===== config.mk =====
export PLATFORM = sky130hd
export DESIGN_NAME = rmi_top
export DESIGN_NICKNAME = d
export VERILOG_FILES = /design/src/design/rmi_cond.v /design/src/design/rmi_top.v
export VERILOG_INCLUDE_DIRS = /design/src /design/src/design
export SDC_FILE = /design/constraint.sdc
export NUM_CORES = 1
export LEC_CHECK = 0
export ABC_AREA = 0
export BUFFER_PORTS_ARGS = -buffer_cell sky130_fd_sc_hd__buf_4
export CORE_ASPECT_RATIO = 2
export CORE_MARGIN = 5
export CORE_UTILIZATION = 35
export DETAILED_ROUTE_END_ITERATION = 8
export HOLD_SLACK_MARGIN = 0.15
export PLACE_DENSITY = 0.63
export SKIP_CTS_REPAIR_TIMING = 1
export SLEW_MARGIN = 0
export SYNTH_ARGS = -nofsm -noshare
export SYNTH_HDL_FRONTEND = slang
export SYNTH_SLANG_ARGS = --single-unit

===== constraint.sdc =====
create_clock -name clk_in -period 3.2 [get_ports clk_in]
set_input_delay 0.32 -clock clk_in [delete_from_list [all_inputs] [get_ports clk_in]]
set_output_delay 0.32 -clock clk_in [all_outputs]
set_load 0.1 [all_outputs]

===== src/design/rmi_regs.vh =====
// constants, offsets and timing figures of the remote input function block
`ifndef RMI_REGS_VH
`define RMI_REGS_VH
// ----------------------------------------------------------------------
// register offsets (byte addresses)
// ----------------------------------------------------------------------
`define RMI_OFS_MODE0    6'h00
`define RMI_OFS_MODE1    6'h04
`define RMI_OFS_MODE2    6'h08
`define RMI_OFS_MODE3    6'h0c
`define RMI_OFS_MODEB    6'h10
`define RMI_OFS_LEVEL    6'h14
`define RMI_OFS_DIM      6'h18
`define RMI_OFS_RT_LO    6'h1c
`define RMI_OFS_RT_HI    6'h20
`define RMI_OFS_STATUS   6'h24
// ----------------------------------------------------------------------
// reset values and field layouts
// ----------------------------------------------------------------------
`define RMI_RST_MODE     4'h0
`define RMI_RST_LEVEL    5'h10
`define RMI_RST_DIM      6'h07
`define RMI_RST_RT_LO    16'h0000
`define RMI_RST_RT_HI    16'h03e8
`define RMI_MODE_W       4
`define RMI_DIM_MAX      6'h3f
// ----------------------------------------------------------------------
// function codes
// ----------------------------------------------------------------------
`define RMI_M_NONE       4'h0
`define RMI_M_PEAK_HOLD  4'h1
`define RMI_M_FREEZE     4'h2
`define RMI_M_MAX_RECALL 4'h3
`define RMI_M_MIN_RECALL 4'h4
`define RMI_M_TOGGLE     4'h5
`define RMI_M_ALARM_ACK  4'h6
`define RMI_M_SETUP_LOCK 4'h7
`define RMI_M_DIM        4'h8
`define RMI_M_SCAN_HOLD  4'h9
`define RMI_M_OUT_SEL    4'ha
`define RMI_M_ALARM_OFF  4'hb
// ----------------------------------------------------------------------
// timing
// ----------------------------------------------------------------------
`define RMI_CLK_HZ       40000000
`define RMI_MSG_PERIOD_S 8
`define RMI_MSG_LEN_MS   500
`define RMI_REVERT_S     20
`define RMI_HOLD_S       2
`define RMI_MSG_PERIOD_CYC (`RMI_MSG_PERIOD_S * `RMI_CLK_HZ)
`define RMI_MSG_LEN_CYC  (`RMI_MSG_LEN_MS * (`RMI_CLK_HZ / 1000))
`define RMI_REVERT_CYC   (`RMI_REVERT_S * `RMI_CLK_HZ)
`define RMI_HOLD_CYC     (`RMI_HOLD_S * `RMI_CLK_HZ)
`endif


===== src/design/rmi_cond.v =====
// input conditioner: synchroniser, active level, edge and long-hold detect
`timescale 1ns/1ps
module rmi_cond #(
  parameter [31:0] HOLD_CYC = 32'd80000000  // press length for a hold event
) (
  input  wire clk_in,    // system clock
  input  wire rst_b_in,  // synchronous reset, active low
  input  wire en_in,     // clock enable
  input  wire pin_in,    // raw terminal level
  input  wire level_in,  // 1: high level is active
  output reg  act_out,   // input active
  output reg  rise_out,  // one-cycle pulse on activation
  output reg  held_out   // one-cycle pulse once held for HOLD_CYC
);
  reg        sync_a;  // first stage, read only by sync_b
  reg        sync_b;  // second stage
  reg [31:0] hold_cnt; // cycles the input has been active
  wire       act_now = level_in ? sync_b : ~sync_b;

  // ----------------------------------------------------------------------
  // synchronise, qualify level, detect edge and hold
  // ----------------------------------------------------------------------
  always @(posedge clk_in) begin
    if (!rst_b_in) begin
      // park both stages at the idle level so that no false press
      // follows reset on a low-active input
      sync_a   <= ~level_in;
      sync_b   <= ~level_in;
      act_out  <= 1'b0;
      rise_out <= 1'b0;
      held_out <= 1'b0;
      hold_cnt <= 32'h0000_0000;
    end else if (en_in) begin
      sync_a   <= pin_in;
      sync_b   <= sync_a;
      act_out  <= act_now;
      rise_out <= act_now & ~act_out;
      // one event per press; counter parks at the limit
      if (!act_now) begin
        hold_cnt <= 32'h0000_0000;
        held_out <= 1'b0;
      end else if (hold_cnt != HOLD_CYC) begin
        hold_cnt <= hold_cnt + 32'h0000_0001;
        held_out <= (hold_cnt == HOLD_CYC - 32'h0000_0001);
      end else begin
        held_out <= 1'b0;
      end
    end
  end
endmodule // rmi_cond


===== src/design/rmi_top.v =====
// remote input and push-button function logic with register port
`timescale 1ns/1ps
`include "rmi_regs.vh"
module rmi_top #(
  parameter [31:0] MSG_PERIOD_CYC = `RMI_MSG_PERIOD_CYC, // message repeat
  parameter [31:0] MSG_LEN_CYC    = `RMI_MSG_LEN_CYC,    // message length
  parameter [31:0] REVERT_CYC     = `RMI_REVERT_CYC,     // recall timeout
  parameter [31:0] HOLD_CYC       = `RMI_HOLD_CYC        // clear / button hold
) (
  input  wire        clk_in,          // 40 MHz system clock
  input  wire        rst_b_in,        // synchronous reset, active low
  input  wire        en_in,           // clock enable, freezes all state
  input  wire [3:0]  rin_in,          // remote input terminals 1..4
  input  wire        button_in,       // front button, raw
  input  wire [2:0]  view_chan_in,    // channel being viewed
  input  wire [5:0]  norm_bright_in,  // normal brightness level
  input  wire [5:0]  addr_in,         // register byte address
  input  wire [31:0] wdata_in,        // write data
  input  wire        wr_in,           // write strobe
  input  wire        rd_in,           // read strobe
  output reg  [31:0] rdata_out,       // read data, cycle after rd_in
  output reg         peak_hold_out,   // displays may rise only
  output reg         disp_freeze_out, // displays frozen
  output reg         show_max_out,    // show stored maximum
  output reg         show_min_out,    // show stored minimum
  output reg         clear_max_out,   // pulse: clear maximum memory
  output reg         clear_min_out,   // pulse: clear minimum memory
  output reg         ind_max_out,     // flash peak indicator
  output reg         ind_min_out,     // flash valley indicator
  output reg         reset_msg_out,   // show memory reset message
  output reg         peak_msg_out,    // show peak hold message
  output reg         freeze_msg_out,  // show display hold message
  output reg         scan_msg_out,    // show scan hold message
  output reg         alarm_ack_out,   // pulse: acknowledge all alarms
  output reg         setup_allow_out, // setup access permitted
  output reg  [5:0]  bright_out,      // brightness level to use
  output reg         scan_freeze_out, // stop channel scanning
  output reg  [3:0]  out_chan_out,    // analog output channel code
  output reg  [7:0]  alarm_off_out,   // per channel alarm disable
  output reg  [15:0] rt_lo_out,       // retransmission low value
  output reg  [15:0] rt_hi_out        // retransmission high value
);
  // ----------------------------------------------------------------------
  // decoding helper
  // ----------------------------------------------------------------------
  // or of the flags whose source is set to the given function code
  function any_mode;
    input [19:0] mode_set;
    input [4:0]  flags;
    input [3:0]  code;
    integer k;
    begin
      any_mode = 1'b0;
      for (k = 0; k < 5; k = k + 1) begin
        if (mode_set[k*4 +: 4] == code && flags[k])
          any_mode = 1'b1;
      end
    end
  endfunction

  // ----------------------------------------------------------------------
  // storage
  // ----------------------------------------------------------------------
  reg  [19:0] modes;      // four bits per source, button at index 4
  reg  [4:0]  level;      // active level per source
  reg  [5:0]  dim_level;  // dimmed brightness 0..63
  reg  [31:0] msg_cnt;    // message period counter
  reg  [31:0] flash_cnt;  // reset message timer
  reg  [31:0] recall_cnt; // recall timeout
  reg         toggle_min; // next toggle shows minimum
  reg         flash_kind; // 1: minimum indicator flashing
  reg         pend_show;  // recall waiting for indicator flash
  wire [4:0]  src_pin;    // raw source levels
  wire [4:0]  act;        // qualified active levels
  wire [4:0]  rise;       // activation pulses
  wire [4:0]  held;       // long-hold pulses
  wire [4:0]  none_mask;  // sources that carry a function

  // button rides at index 4 so that one loop serves all five sources
  assign src_pin = {button_in, rin_in};

  // ----------------------------------------------------------------------
  // per source conditioning
  // ----------------------------------------------------------------------
  // every source has its own synchroniser and hold timer; a shared
  // timer would let one held input hide the press of another
  genvar g;
  generate
    for (g = 0; g < 5; g = g + 1) begin : g_src
      rmi_cond #(
        .HOLD_CYC (HOLD_CYC)
      ) u_cond (
        .clk_in   (clk_in),
        .rst_b_in (rst_b_in),
        .en_in    (en_in),
        .pin_in   (src_pin[g]),
        .level_in (level[g]),
        .act_out  (act[g]),
        .rise_out (rise[g]),
        .held_out (held[g])
      );
      // a source set to none is masked off everywhere
      assign none_mask[g] = (modes[g*4 +: 4] != `RMI_M_NONE);
    end
  endgenerate

  // qualified flags, masked sources never reach a function
  wire [4:0] a_q = act & none_mask;
  wire [4:0] r_q = rise & none_mask;
  wire [4:0] h_q = held & none_mask;

  // ----------------------------------------------------------------------
  // decoded functions
  // ----------------------------------------------------------------------
  // level functions follow the input, edge functions act once a press
  wire hold_on   = any_mode(modes, a_q, `RMI_M_PEAK_HOLD);
  wire freeze_on = any_mode(modes, a_q, `RMI_M_FREEZE);
  wire scan_on   = any_mode(modes, a_q, `RMI_M_SCAN_HOLD);
  wire dim_on    = any_mode(modes, a_q, `RMI_M_DIM);
  wire ack_rise  = any_mode(modes, r_q, `RMI_M_ALARM_ACK);
  wire max_rise  = any_mode(modes, r_q, `RMI_M_MAX_RECALL);
  wire min_rise  = any_mode(modes, r_q, `RMI_M_MIN_RECALL);
  wire tog_rise  = any_mode(modes, r_q, `RMI_M_TOGGLE);
  wire max_act   = any_mode(modes, a_q, `RMI_M_MAX_RECALL);
  wire min_act   = any_mode(modes, a_q, `RMI_M_MIN_RECALL);
  wire tog_act   = any_mode(modes, a_q, `RMI_M_TOGGLE);
  wire max_held  = any_mode(modes, h_q, `RMI_M_MAX_RECALL);
  wire min_held  = any_mode(modes, h_q, `RMI_M_MIN_RECALL);
  wire tog_held  = any_mode(modes, h_q, `RMI_M_TOGGLE);
  wire lock_set  = any_mode(modes, none_mask, `RMI_M_SETUP_LOCK);
  wire lock_on   = any_mode(modes, a_q, `RMI_M_SETUP_LOCK);
  wire msg_any   = hold_on | freeze_on | scan_on;
  // recall is busy while a memory shows or an indicator flashes
  wire recall_on = show_max_out | show_min_out | pend_show;

  // alarm disable: remote inputs toggle on the edge, the button only
  // after a full hold so that a brush of the panel changes nothing
  wire [4:0] off_ev = {h_q[4], r_q[3:0]};
  wire       off_tog = any_mode(modes, off_ev, `RMI_M_ALARM_OFF);

  // binary channel code, bit n from input n+1 in select mode
  // an input in any other mode gives a zero bit
  reg [3:0] next_chan;
  integer   n;
  always @* begin
    next_chan = 4'h0;
    for (n = 0; n < 4; n = n + 1) begin
      if (modes[n*4 +: 4] == `RMI_M_OUT_SEL)
        next_chan[n] = act[n];
    end
  end

  // ----------------------------------------------------------------------
  // register port: writes
  // ----------------------------------------------------------------------
  // only the low bits of a word are kept; the rest read back as zero
  always @(posedge clk_in) begin
    if (!rst_b_in) begin
      modes     <= {5{`RMI_RST_MODE}};
      level     <= `RMI_RST_LEVEL;
      dim_level <= `RMI_RST_DIM;
      rt_lo_out <= `RMI_RST_RT_LO;
      rt_hi_out <= `RMI_RST_RT_HI;
    end else if (en_in && wr_in) begin
      case (addr_in)
        `RMI_OFS_MODE0 : modes[3:0]   <= wdata_in[3:0];
        `RMI_OFS_MODE1 : modes[7:4]   <= wdata_in[3:0];
        `RMI_OFS_MODE2 : modes[11:8]  <= wdata_in[3:0];
        `RMI_OFS_MODE3 : modes[15:12] <= wdata_in[3:0];
        `RMI_OFS_MODEB : modes[19:16] <= wdata_in[3:0];
        `RMI_OFS_LEVEL : level        <= wdata_in[4:0];
        `RMI_OFS_DIM   : dim_level    <= wdata_in[5:0];
        `RMI_OFS_RT_LO : rt_lo_out    <= wdata_in[15:0];
        `RMI_OFS_RT_HI : rt_hi_out    <= wdata_in[15:0];
        default        : ;  // read-only or unmapped: ignored
      endcase
    end
  end

  // ----------------------------------------------------------------------
  // register port: reads, data valid the cycle after the strobe
  // ----------------------------------------------------------------------
  // data fall back to zero after one cycle, so a late sample of the
  // port reads zero rather than a stale word
  always @(posedge clk_in) begin
    if (!rst_b_in) begin
      rdata_out <= 32'h0000_0000;
    end else if (en_in) begin
      rdata_out <= 32'h0000_0000;
      if (rd_in) begin
        case (addr_in)
          `RMI_OFS_MODE0  : rdata_out <= {28'h0, modes[3:0]};
          `RMI_OFS_MODE1  : rdata_out <= {28'h0, modes[7:4]};
          `RMI_OFS_MODE2  : rdata_out <= {28'h0, modes[11:8]};
          `RMI_OFS_MODE3  : rdata_out <= {28'h0, modes[15:12]};
          `RMI_OFS_MODEB  : rdata_out <= {28'h0, modes[19:16]};
          `RMI_OFS_LEVEL  : rdata_out <= {27'h0, level};
          `RMI_OFS_DIM    : rdata_out <= {26'h0, dim_level};
          `RMI_OFS_RT_LO  : rdata_out <= {16'h0, rt_lo_out};
          `RMI_OFS_RT_HI  : rdata_out <= {16'h0, rt_hi_out};
          // twenty status bits: channel code, disables, recall, actives
          `RMI_OFS_STATUS : rdata_out <= {12'h0, out_chan_out, alarm_off_out,
                                          show_min_out, show_max_out,
                                          toggle_min, a_q};
          default         : rdata_out <= 32'h0000_0000;
        endcase
      end
    end
  end

  // ----------------------------------------------------------------------
  // level functions and periodic messages
  // ----------------------------------------------------------------------
  // one shared period counter: messages show for the first part of
  // every period while any hold type function is active
  // the counter parks at zero while nothing is held, so each new
  // activation opens with its message showing
  // limitation: all hold type messages share one phase
  always @(posedge clk_in) begin
    if (!rst_b_in) begin
      msg_cnt         <= 32'h0000_0000;
      peak_hold_out   <= 1'b0;
      disp_freeze_out <= 1'b0;
      scan_freeze_out <= 1'b0;
      peak_msg_out    <= 1'b0;
      freeze_msg_out  <= 1'b0;
      scan_msg_out    <= 1'b0;
      alarm_ack_out   <= 1'b0;
      setup_allow_out <= 1'b1;
      bright_out      <= 6'h00;
      out_chan_out    <= 4'h0;
    end else if (en_in) begin
      peak_hold_out   <= hold_on;
      disp_freeze_out <= freeze_on;
      scan_freeze_out <= scan_on;
      // a single pulse covers every alarm that needs acknowledging
      alarm_ack_out   <= ack_rise;
      // with no lock source configured access stays open
      setup_allow_out <= ~lock_set | lock_on;
      // only the level is picked here; the dimmer itself lies elsewhere
      bright_out      <= dim_on ? dim_level : norm_bright_in;
      out_chan_out    <= next_chan;
      if (!msg_any || msg_cnt == MSG_PERIOD_CYC - 32'h0000_0001)
        msg_cnt <= 32'h0000_0000;
      else
        msg_cnt <= msg_cnt + 32'h0000_0001;
      peak_msg_out   <= hold_on & (msg_cnt < MSG_LEN_CYC);
      freeze_msg_out <= freeze_on & (msg_cnt < MSG_LEN_CYC);
      scan_msg_out   <= scan_on & (msg_cnt < MSG_LEN_CYC);
    end
  end

  // ----------------------------------------------------------------------
  // memory recall, toggle and clearing
  // ----------------------------------------------------------------------
  // toggle flashes its indicator for one message length before the
  // value appears; direct recall modes show at once
  always @(posedge clk_in) begin
    if (!rst_b_in) begin
      show_max_out  <= 1'b0;
      show_min_out  <= 1'b0;
      clear_max_out <= 1'b0;
      clear_min_out <= 1'b0;
      ind_max_out   <= 1'b0;
      ind_min_out   <= 1'b0;
      reset_msg_out <= 1'b0;
      toggle_min    <= 1'b0;
      flash_kind    <= 1'b0;
      pend_show     <= 1'b0;
      flash_cnt     <= 32'h0000_0000;
      recall_cnt    <= 32'h0000_0000;
    end else if (en_in) begin
      clear_max_out <= max_held | (tog_held & show_max_out);
      clear_min_out <= min_held | (tog_held & show_min_out);
      if (max_held | min_held | tog_held) begin
        reset_msg_out <= 1'b1;
        flash_cnt     <= MSG_LEN_CYC;
      end else if (flash_cnt != 32'h0000_0000) begin
        flash_cnt <= flash_cnt - 32'h0000_0001;
      end else begin
        reset_msg_out <= 1'b0;
      end
      // a direct recall cancels a pending toggle flash and its indicator
      if (max_rise) begin
        show_max_out <= 1'b1;
        show_min_out <= 1'b0;
        pend_show    <= 1'b0;
        ind_max_out  <= 1'b0;
        ind_min_out  <= 1'b0;
        recall_cnt   <= REVERT_CYC;
      end else if (min_rise) begin
        show_min_out <= 1'b1;
        show_max_out <= 1'b0;
        pend_show    <= 1'b0;
        ind_max_out  <= 1'b0;
        ind_min_out  <= 1'b0;
        recall_cnt   <= REVERT_CYC;
      end else if (tog_rise) begin
        // indicator first, then the chosen memory
        pend_show    <= 1'b1;
        flash_kind   <= toggle_min;
        toggle_min   <= ~toggle_min;
        show_max_out <= 1'b0;
        show_min_out <= 1'b0;
        ind_max_out  <= ~toggle_min;
        ind_min_out  <= toggle_min;
        recall_cnt   <= MSG_LEN_CYC;
      end else if (pend_show) begin
        if (recall_cnt == 32'h0000_0000) begin
          pend_show    <= 1'b0;
          ind_max_out  <= 1'b0;
          ind_min_out  <= 1'b0;
          show_max_out <= ~flash_kind;
          show_min_out <= flash_kind;
          recall_cnt   <= REVERT_CYC;
        end else begin
          recall_cnt <= recall_cnt - 32'h0000_0001;
        end
      end else if (recall_on) begin
        // timeout restarts while the input stays active
        if (max_act | min_act | tog_act)
          recall_cnt <= REVERT_CYC;
        else if (recall_cnt == 32'h0000_0000) begin
          show_max_out <= 1'b0;
          show_min_out <= 1'b0;
        end else
          recall_cnt <= recall_cnt - 32'h0000_0001;
      end
    end
  end

  // ----------------------------------------------------------------------
  // per channel alarm disable
  // ----------------------------------------------------------------------
  // no software clear exists, so there is no set/clear race here
  // the viewed channel is taken at the toggle edge, not at the press
  always @(posedge clk_in) begin
    if (!rst_b_in) begin
      alarm_off_out <= 8'h00;
    end else if (en_in && off_tog) begin
      alarm_off_out[view_chan_in] <= ~alarm_off_out[view_chan_in];
    end
  end
endmodule // rmi_top


# ---- Word-level counts from Yosys, hierarchy flattened
# Index checks and enable logic that the tools add are counted.
# Widths: inputs -> output; s select.
dict set report word_totals {
  reg_bits 412
  inputBits 57
  output_inout_bits 97
  elab_cells 505
}
dict set report op_classes {
  n_addsub 8
  n_lt_le_gt_ge 3
  eq_ne 83
  mux 180
  bitwise_logic 45
  n_reduce_logical 122
}
# operator n
set ops {}
lappend ops {{$mux 32} 21}
lappend ops {{$pmux 20 s10} 1}
lappend ops {{$add 32x1->32 const B} 6}
lappend ops {{$eq 32x27->1 const B} 5}
lappend ops {{$ne 32x27->1 const B} 5}
lappend ops {{$mux 1} 153}
lappend ops {{$logic_and 1x1->1} 88}
lappend ops {{$eq 4x3->1 const B} 20}
lappend ops {{$eq 4x4->1 const B} 19}
lappend ops {{$sub 32x1->32 const B} 2}
lappend ops {{$eq 4x2->1 const B} 10}
lappend ops {{$eq 32x29->1 const B} 1}
lappend ops {{$logic_not 32->1} 1}
lappend ops {{$lt 32x25->1 const B} 1}
lappend ops {{$reduce_and 2->1} 16}
lappend ops {{$reduce_bool 32->1} 1}
lappend ops {{$reduce_bool 4->1} 7}
lappend ops {{$eq 6x5->1 const B} 4}
lappend ops {{$not 1->1} 21}
lappend ops {{$eq 4x1->1 const B} 5}
lappend ops {{$mux 20} 1}
lappend ops {{$and 5x5->5} 3}
lappend ops {{$eq 6x4->1 const B} 2}
lappend ops {{$eq 6x6->1 const B} 2}
lappend ops {{20 further kinds} 46}

# ---- Longest topological paths before layout
dict set report depth {
  ltp_word 16
  ltp_mapped 13
  ltp_nobuf 9
}

# ---- Hierarchy
# Synthesis repeated with hierarchy kept, for this count alone.
dict set report hier_totals {
  cells_unflattened 2694
  hier_area_um2 21635.8
}
# module instances cells_per_inst area_per_inst_um2 seq_area_each_um2
set modules_own_cells {}
lappend modules_own_cells {rmi_top 1 1394 11006.8 4304.1}
lappend modules_own_cells {rmi_cond 5 260 2125.8 760.7}

# ---- Least setup slack after synthesis
# OpenSTA, ideal clock, no wires.
dict set report synth_timing {
  path_kind {reg-to-reg}
  from {register flash_cnt[5]}
  to {register flash_cnt[24]}
  setup_time_ns 0.133
  arrival_ns 2.969
  required_ns 3.067
  setup_slack_ns 0.099
  path_stages_with_launch 9
  n_path_buf 1
  period_less_slack_ns 3.101
  path_cell_list {dfxtp_1 > or4_4 > or4b_4 > or4b_1 > buf_2 > or4b_4 > o211ai_2 > xor2_1 > a21oi_1}
}
dict set report synth_via {
  elab_chain_len 3
  elab_cells_between_ends 6
  cone_classes {add/sub: 1; mux: 2; reduce/logical: 3}
}
# item line
set synth_lines {}
lappend synth_lines {{start: declaration} rmi_top.v:68} ;# reg [31:0] flash_cnt;
lappend synth_lines {{start signal: assignment} rmi_top.v:279} ;# flash_cnt <= flash_cnt - 32'h0000_0001;
lappend synth_lines {{$sub 32x1->32 or $reduce_bool 32->1 (tied branches)} {rmi_top.v:279, rmi_top.v:278}}
lappend synth_lines {{$mux 32 or $reduce_bool 2->1 (tied branches)} n/a}
lappend synth_lines {{$mux 32 or $reduce_and 2->1 (tied branches)} n/a}
# Several ways; a longest one is shown, not always the timed one. The select of a mux whose other input is x is not followed.
# A chain may end at the register's enable or synchronous reset.

# ---- Worst setup path after layout
dict set report layout_timing {
  from {register flash_cnt[5]}
  to {register flash_cnt[25]}
}
# Same word-level chain as after synthesis.

==> qor.txt <==
share of cells above drive strength 1 -> 0.128
Clk Latency, worst-skew pair -> 0.55 ns
Initial Util -> 0.353
port bufs -> 125
# DRC -> 0
GR Util All Layers -> 0.186
Final min period -> 3.12 ns
Die H -> 341 um
Synthesis Warnings -> 0
slowest cell delay on critical path -> 0.57 ns
number of flops mapped to enable cells by yosys -> 10
CTS sink count -> 400
Synth Area in Adders -> 0.00849
initial antenna violation count -> 0
Routed Wire Length -> 58,300 um
Die ar. -> 59,800 um2
CTS Buf Count -> 38
vias per inst -> 5.53
Achievable Freq -> 0.321 GHz
Clock transition at path regs -> 0.07 ns
Power Density -> 556 nW/um2
global-route wire length before repair -> 91,600 um
Worst Skew -> 0.0127 ns
Post-synth ARST share -> 0
Seq/Total Area, Yosys -> 0.423
Worst VDD drop -> 0.338 mV
Avg Inst Size Synth -> 8.23 um2
antenna-violating nets left -> 0
Int Power -> 0.00899 W
max-cap violation count -> 0
Critical path buffers and inverters -> 1
switch share -> 0.289
CP Cell Sequence -> or4_4 > or4b_4 > or4b_1 > buf_4 > or3_1 > nor3_1 > mux2i_1
mux share of post-synthesis cell area -> 0.0332
WS Path Type -> reg -> reg
main combinational cell family by area after synthesis -> simple AND/OR/NAND/NOR gates
Rel. slew slack -> 0.207
sequential fraction of design power -> 0.432
setup TNS -> 0 ns
Synth Area in XOR/XNOR -> 0.0932
Max Root-Sink Buffers -> 3
Slowest-stage cell, CP -> or4_4
status -> completed
CP max FO -> 8
DRT Pass-1 Iters -> 5
CP Launch Type -> flip-flop
number of I/O pins -> 154
synth top area cells -> dfxtp_1, nor2_1, xor2_1
Leakage -> 8.40 nW
Crit path arrival time -> 3.59 ns
worst hold path class -> in -> reg
Comb power frac -> 0.198
RSZ-0062 raised after global routing -> false
largest net degree at the start of global routing -> 40
final setup vio count -> 0
Slew Viols, Final -> 0
initial DRC count -> 1,396
area grow syn2layout -> 18.7%
Worst setup EP type -> flip-flop
Post-Syn Area -> 19,200 um2
Clk pwr share -> 0.370
via count -> 17,700
CP delay by family, top -> simple AND/OR/NAND/NOR gates
ys flop type -> dfxtp_1
CTS tree -> built
Synth top area share -> 0.407
switching pwr -> 0.00366 W
clk root buf -> clkbuf_16
Req. time, crit path -> 3.68 ns
Hold Fails Final Rpt -> 0
vias in the first global route -> 17,400
DP HPWL -> 43,100 um
area occupied by multi-input gates -> 10,400 um2
Layout Nets -> 2,563
Compound-Gate Fraction of Synth Area -> 0.110
Routability Congestion -> 0.919
Worst-Margin Slew -> 1.18 ns
design area -> 22,700 um2
Netlist cell types -> 76
ANT cells -> 0
H-tree depth -> 2
Seq. cell area -> 8110 um2
Placeable Area -> 54,400 um2
top cell type by total area after synthesis -> dfxtp_1
die width -> 175 um
period utilization -> 0.974
post-synthesis cell count -> 2,328
global route overflow -> 0
DR WL/cell -> 18.2 um
FILL cells -> 5,338
Synth Area in Simple Gates -> 0.295
post-synthesis register bit count -> 400
Placement Cell Area -> 21,200 um2
row cnt -> 121
worst paths after layout:
path / start / to / slack (ns) / depth (start not counted)
min: norm_bright_in[4] / bright_out[4]$_SDFFE_PN0P_ / 0.15 / 3
max: flash_cnt[5]$_SDFFE_PN0P_ / flash_cnt[25]$_SDFFE_PN0P_ / 0.08 / 7
min reg2reg: rdata_out[0]$_SDFFE_PN0P_ / rdata_out[0]$_SDFFE_PN0P_ / 0.46 / 1
max reg2reg: flash_cnt[5]$_SDFFE_PN0P_ / flash_cnt[25]$_SDFFE_PN0P_ / 0.08 / 7
cell usage after synthesis (5+ instances only):
master / n
dfxtp_1: 390
nor2_1: 336
nand2_1: 261
xor2_1: 132
a21oi_1: 129
nand3_1: 107
clkbuf_1: 103
nor3_1: 88
xnor2_1: 72
o21ai_0: 68
nand4_1: 58
nor4_1: 56
or3_1: 53
mux2i_1: 49
inv_1: 45
and3_1: 37
nand2b_1: 26
and4_1: 20
o22ai_1: 20
nand3b_1: 15
nor4b_1: 15
or4_1: 15
a211oi_1: 14
a22o_1: 14
ha_1: 13
buf_4: 12
o32ai_1: 12
nor2b_1: 11
edfxtp_1: 10
or2_2: 10
a31oi_1: 9
buf_1: 9
o221a_2: 9
and2_1: 8
a22oi_1: 7
mux4_2: 6
nand4b_1: 6
buf_2: 5
o41ai_1: 5
cell type report:
| class | count | share of cell area |
|---|---|---|
| timing repair buffer | 243 | 0.0844 |
| multi-input combinational | 1764 | 0.459 |
| clock buffer | 57 | 0.0508 |
| inverter | 46 | 0.00770 |
| clock inverter | 9 | 0.00462 |
| sequential | 400 | 0.356 |
| tap | 676 | 0.0372 |
registers in the layout, summed over array words and instances, names as in the netlist, 6 cells and up:
| register | count |
|---|---|
| dim_level | 6 |
| rdata_out | 20 |
| bright_out | 6 |
| rt_lo_out | 16 |
| flash_cnt | 32 |
| recall_cnt | 32 |
| modes | 20 |
| alarm_off_out | 8 |
| g_src.u_cond.hold_cnt | 160 |
| rt_hi_out | 16 |
| msg_cnt | 32 |
layer usage:
layer,up-vias,wire [um],track usage
li1,8522,-,-
met1,8491,21300,0.191
met2,517,31900,0.365
met3,151,2390,0.0224
met4,0,2730,0.0878
met5,-,0,0
power by group through the flow:
| stage | logic, W | clock network [W] | registers [W] |
|---|---|---|---|
| floorplan | 0.00170 | 0 | 0.00558 |
| global placement | 0.00239 | 0 | 0.00555 |
| detailed placement | 0.00244 | 0 | 0.00557 |
| CTS | 0.00245 | 0.00480 | 0.00546 |
| global route | 0.00273 | 0.00498 | 0.00549 |
| finish | 0.00251 | 0.00468 | 0.00546 |
logic make-up after synthesis:
kind of cell / Yosys count
xor+xnor: 204
buf+inv: 175
mux: 56
flops: 400
compound gates: 334
simple gates: 1145
fa+ha+maj: 13
other cells: 1
stage by stage:
stage | utilization | hold slack (ns) | instances | power (W) | worst slack, ns
after floorplan | - | 0.440 | 2339 | 0.00728 | 0.0986
after CTS | 0.414 | -0.0289 | 3172 | 0.0127 | 0.0824
after global routing | 0.418 | 0.151 | 3195 | 0.0132 | 0.0227
after global placement | 0.391 | 0.437 | 3106 | 0.00794 | 0.119
final | 0.418 | 0.147 | 3195 | 0.0126 | 0.0837
after detailed placement | 0.391 | 0.443 | 3106 | 0.00801 | 0.0968
cells in the final DEF, fill, tap and decap left out, drive strengths merged, types with 16 or more instances in the layout:
cell type | netlist | layout
mux2i | 49 | 49
nand2 | 261 | 261
xnor2 | 72 | 72
nand3 | 107 | 107
nand4 | 58 | 58
clkbuf | 103 | 57
nor3 | 89 | 89
o22ai | 20 | 20
inv | 45 | 47
dlygate4sd3 | 0 | 23
xor2 | 132 | 132
or3 | 53 | 53
buf | 26 | 220
and3 | 37 | 37
nor4 | 57 | 57
o21ai | 69 | 69
nand2b | 26 | 26
a21oi | 129 | 129
and4 | 20 | 20
dfxtp | 390 | 390
or4 | 16 | 16
nor2 | 336 | 336
tightest hold or removal path: cells and delay by family:
family / cells / cell delay (ns)
muxes: 1 / 0.13
AOI/OAI and AO/OA: 1 / 0.09
buffers and inverters: 1 / 0.11
(Power assumes the default switching activity.)
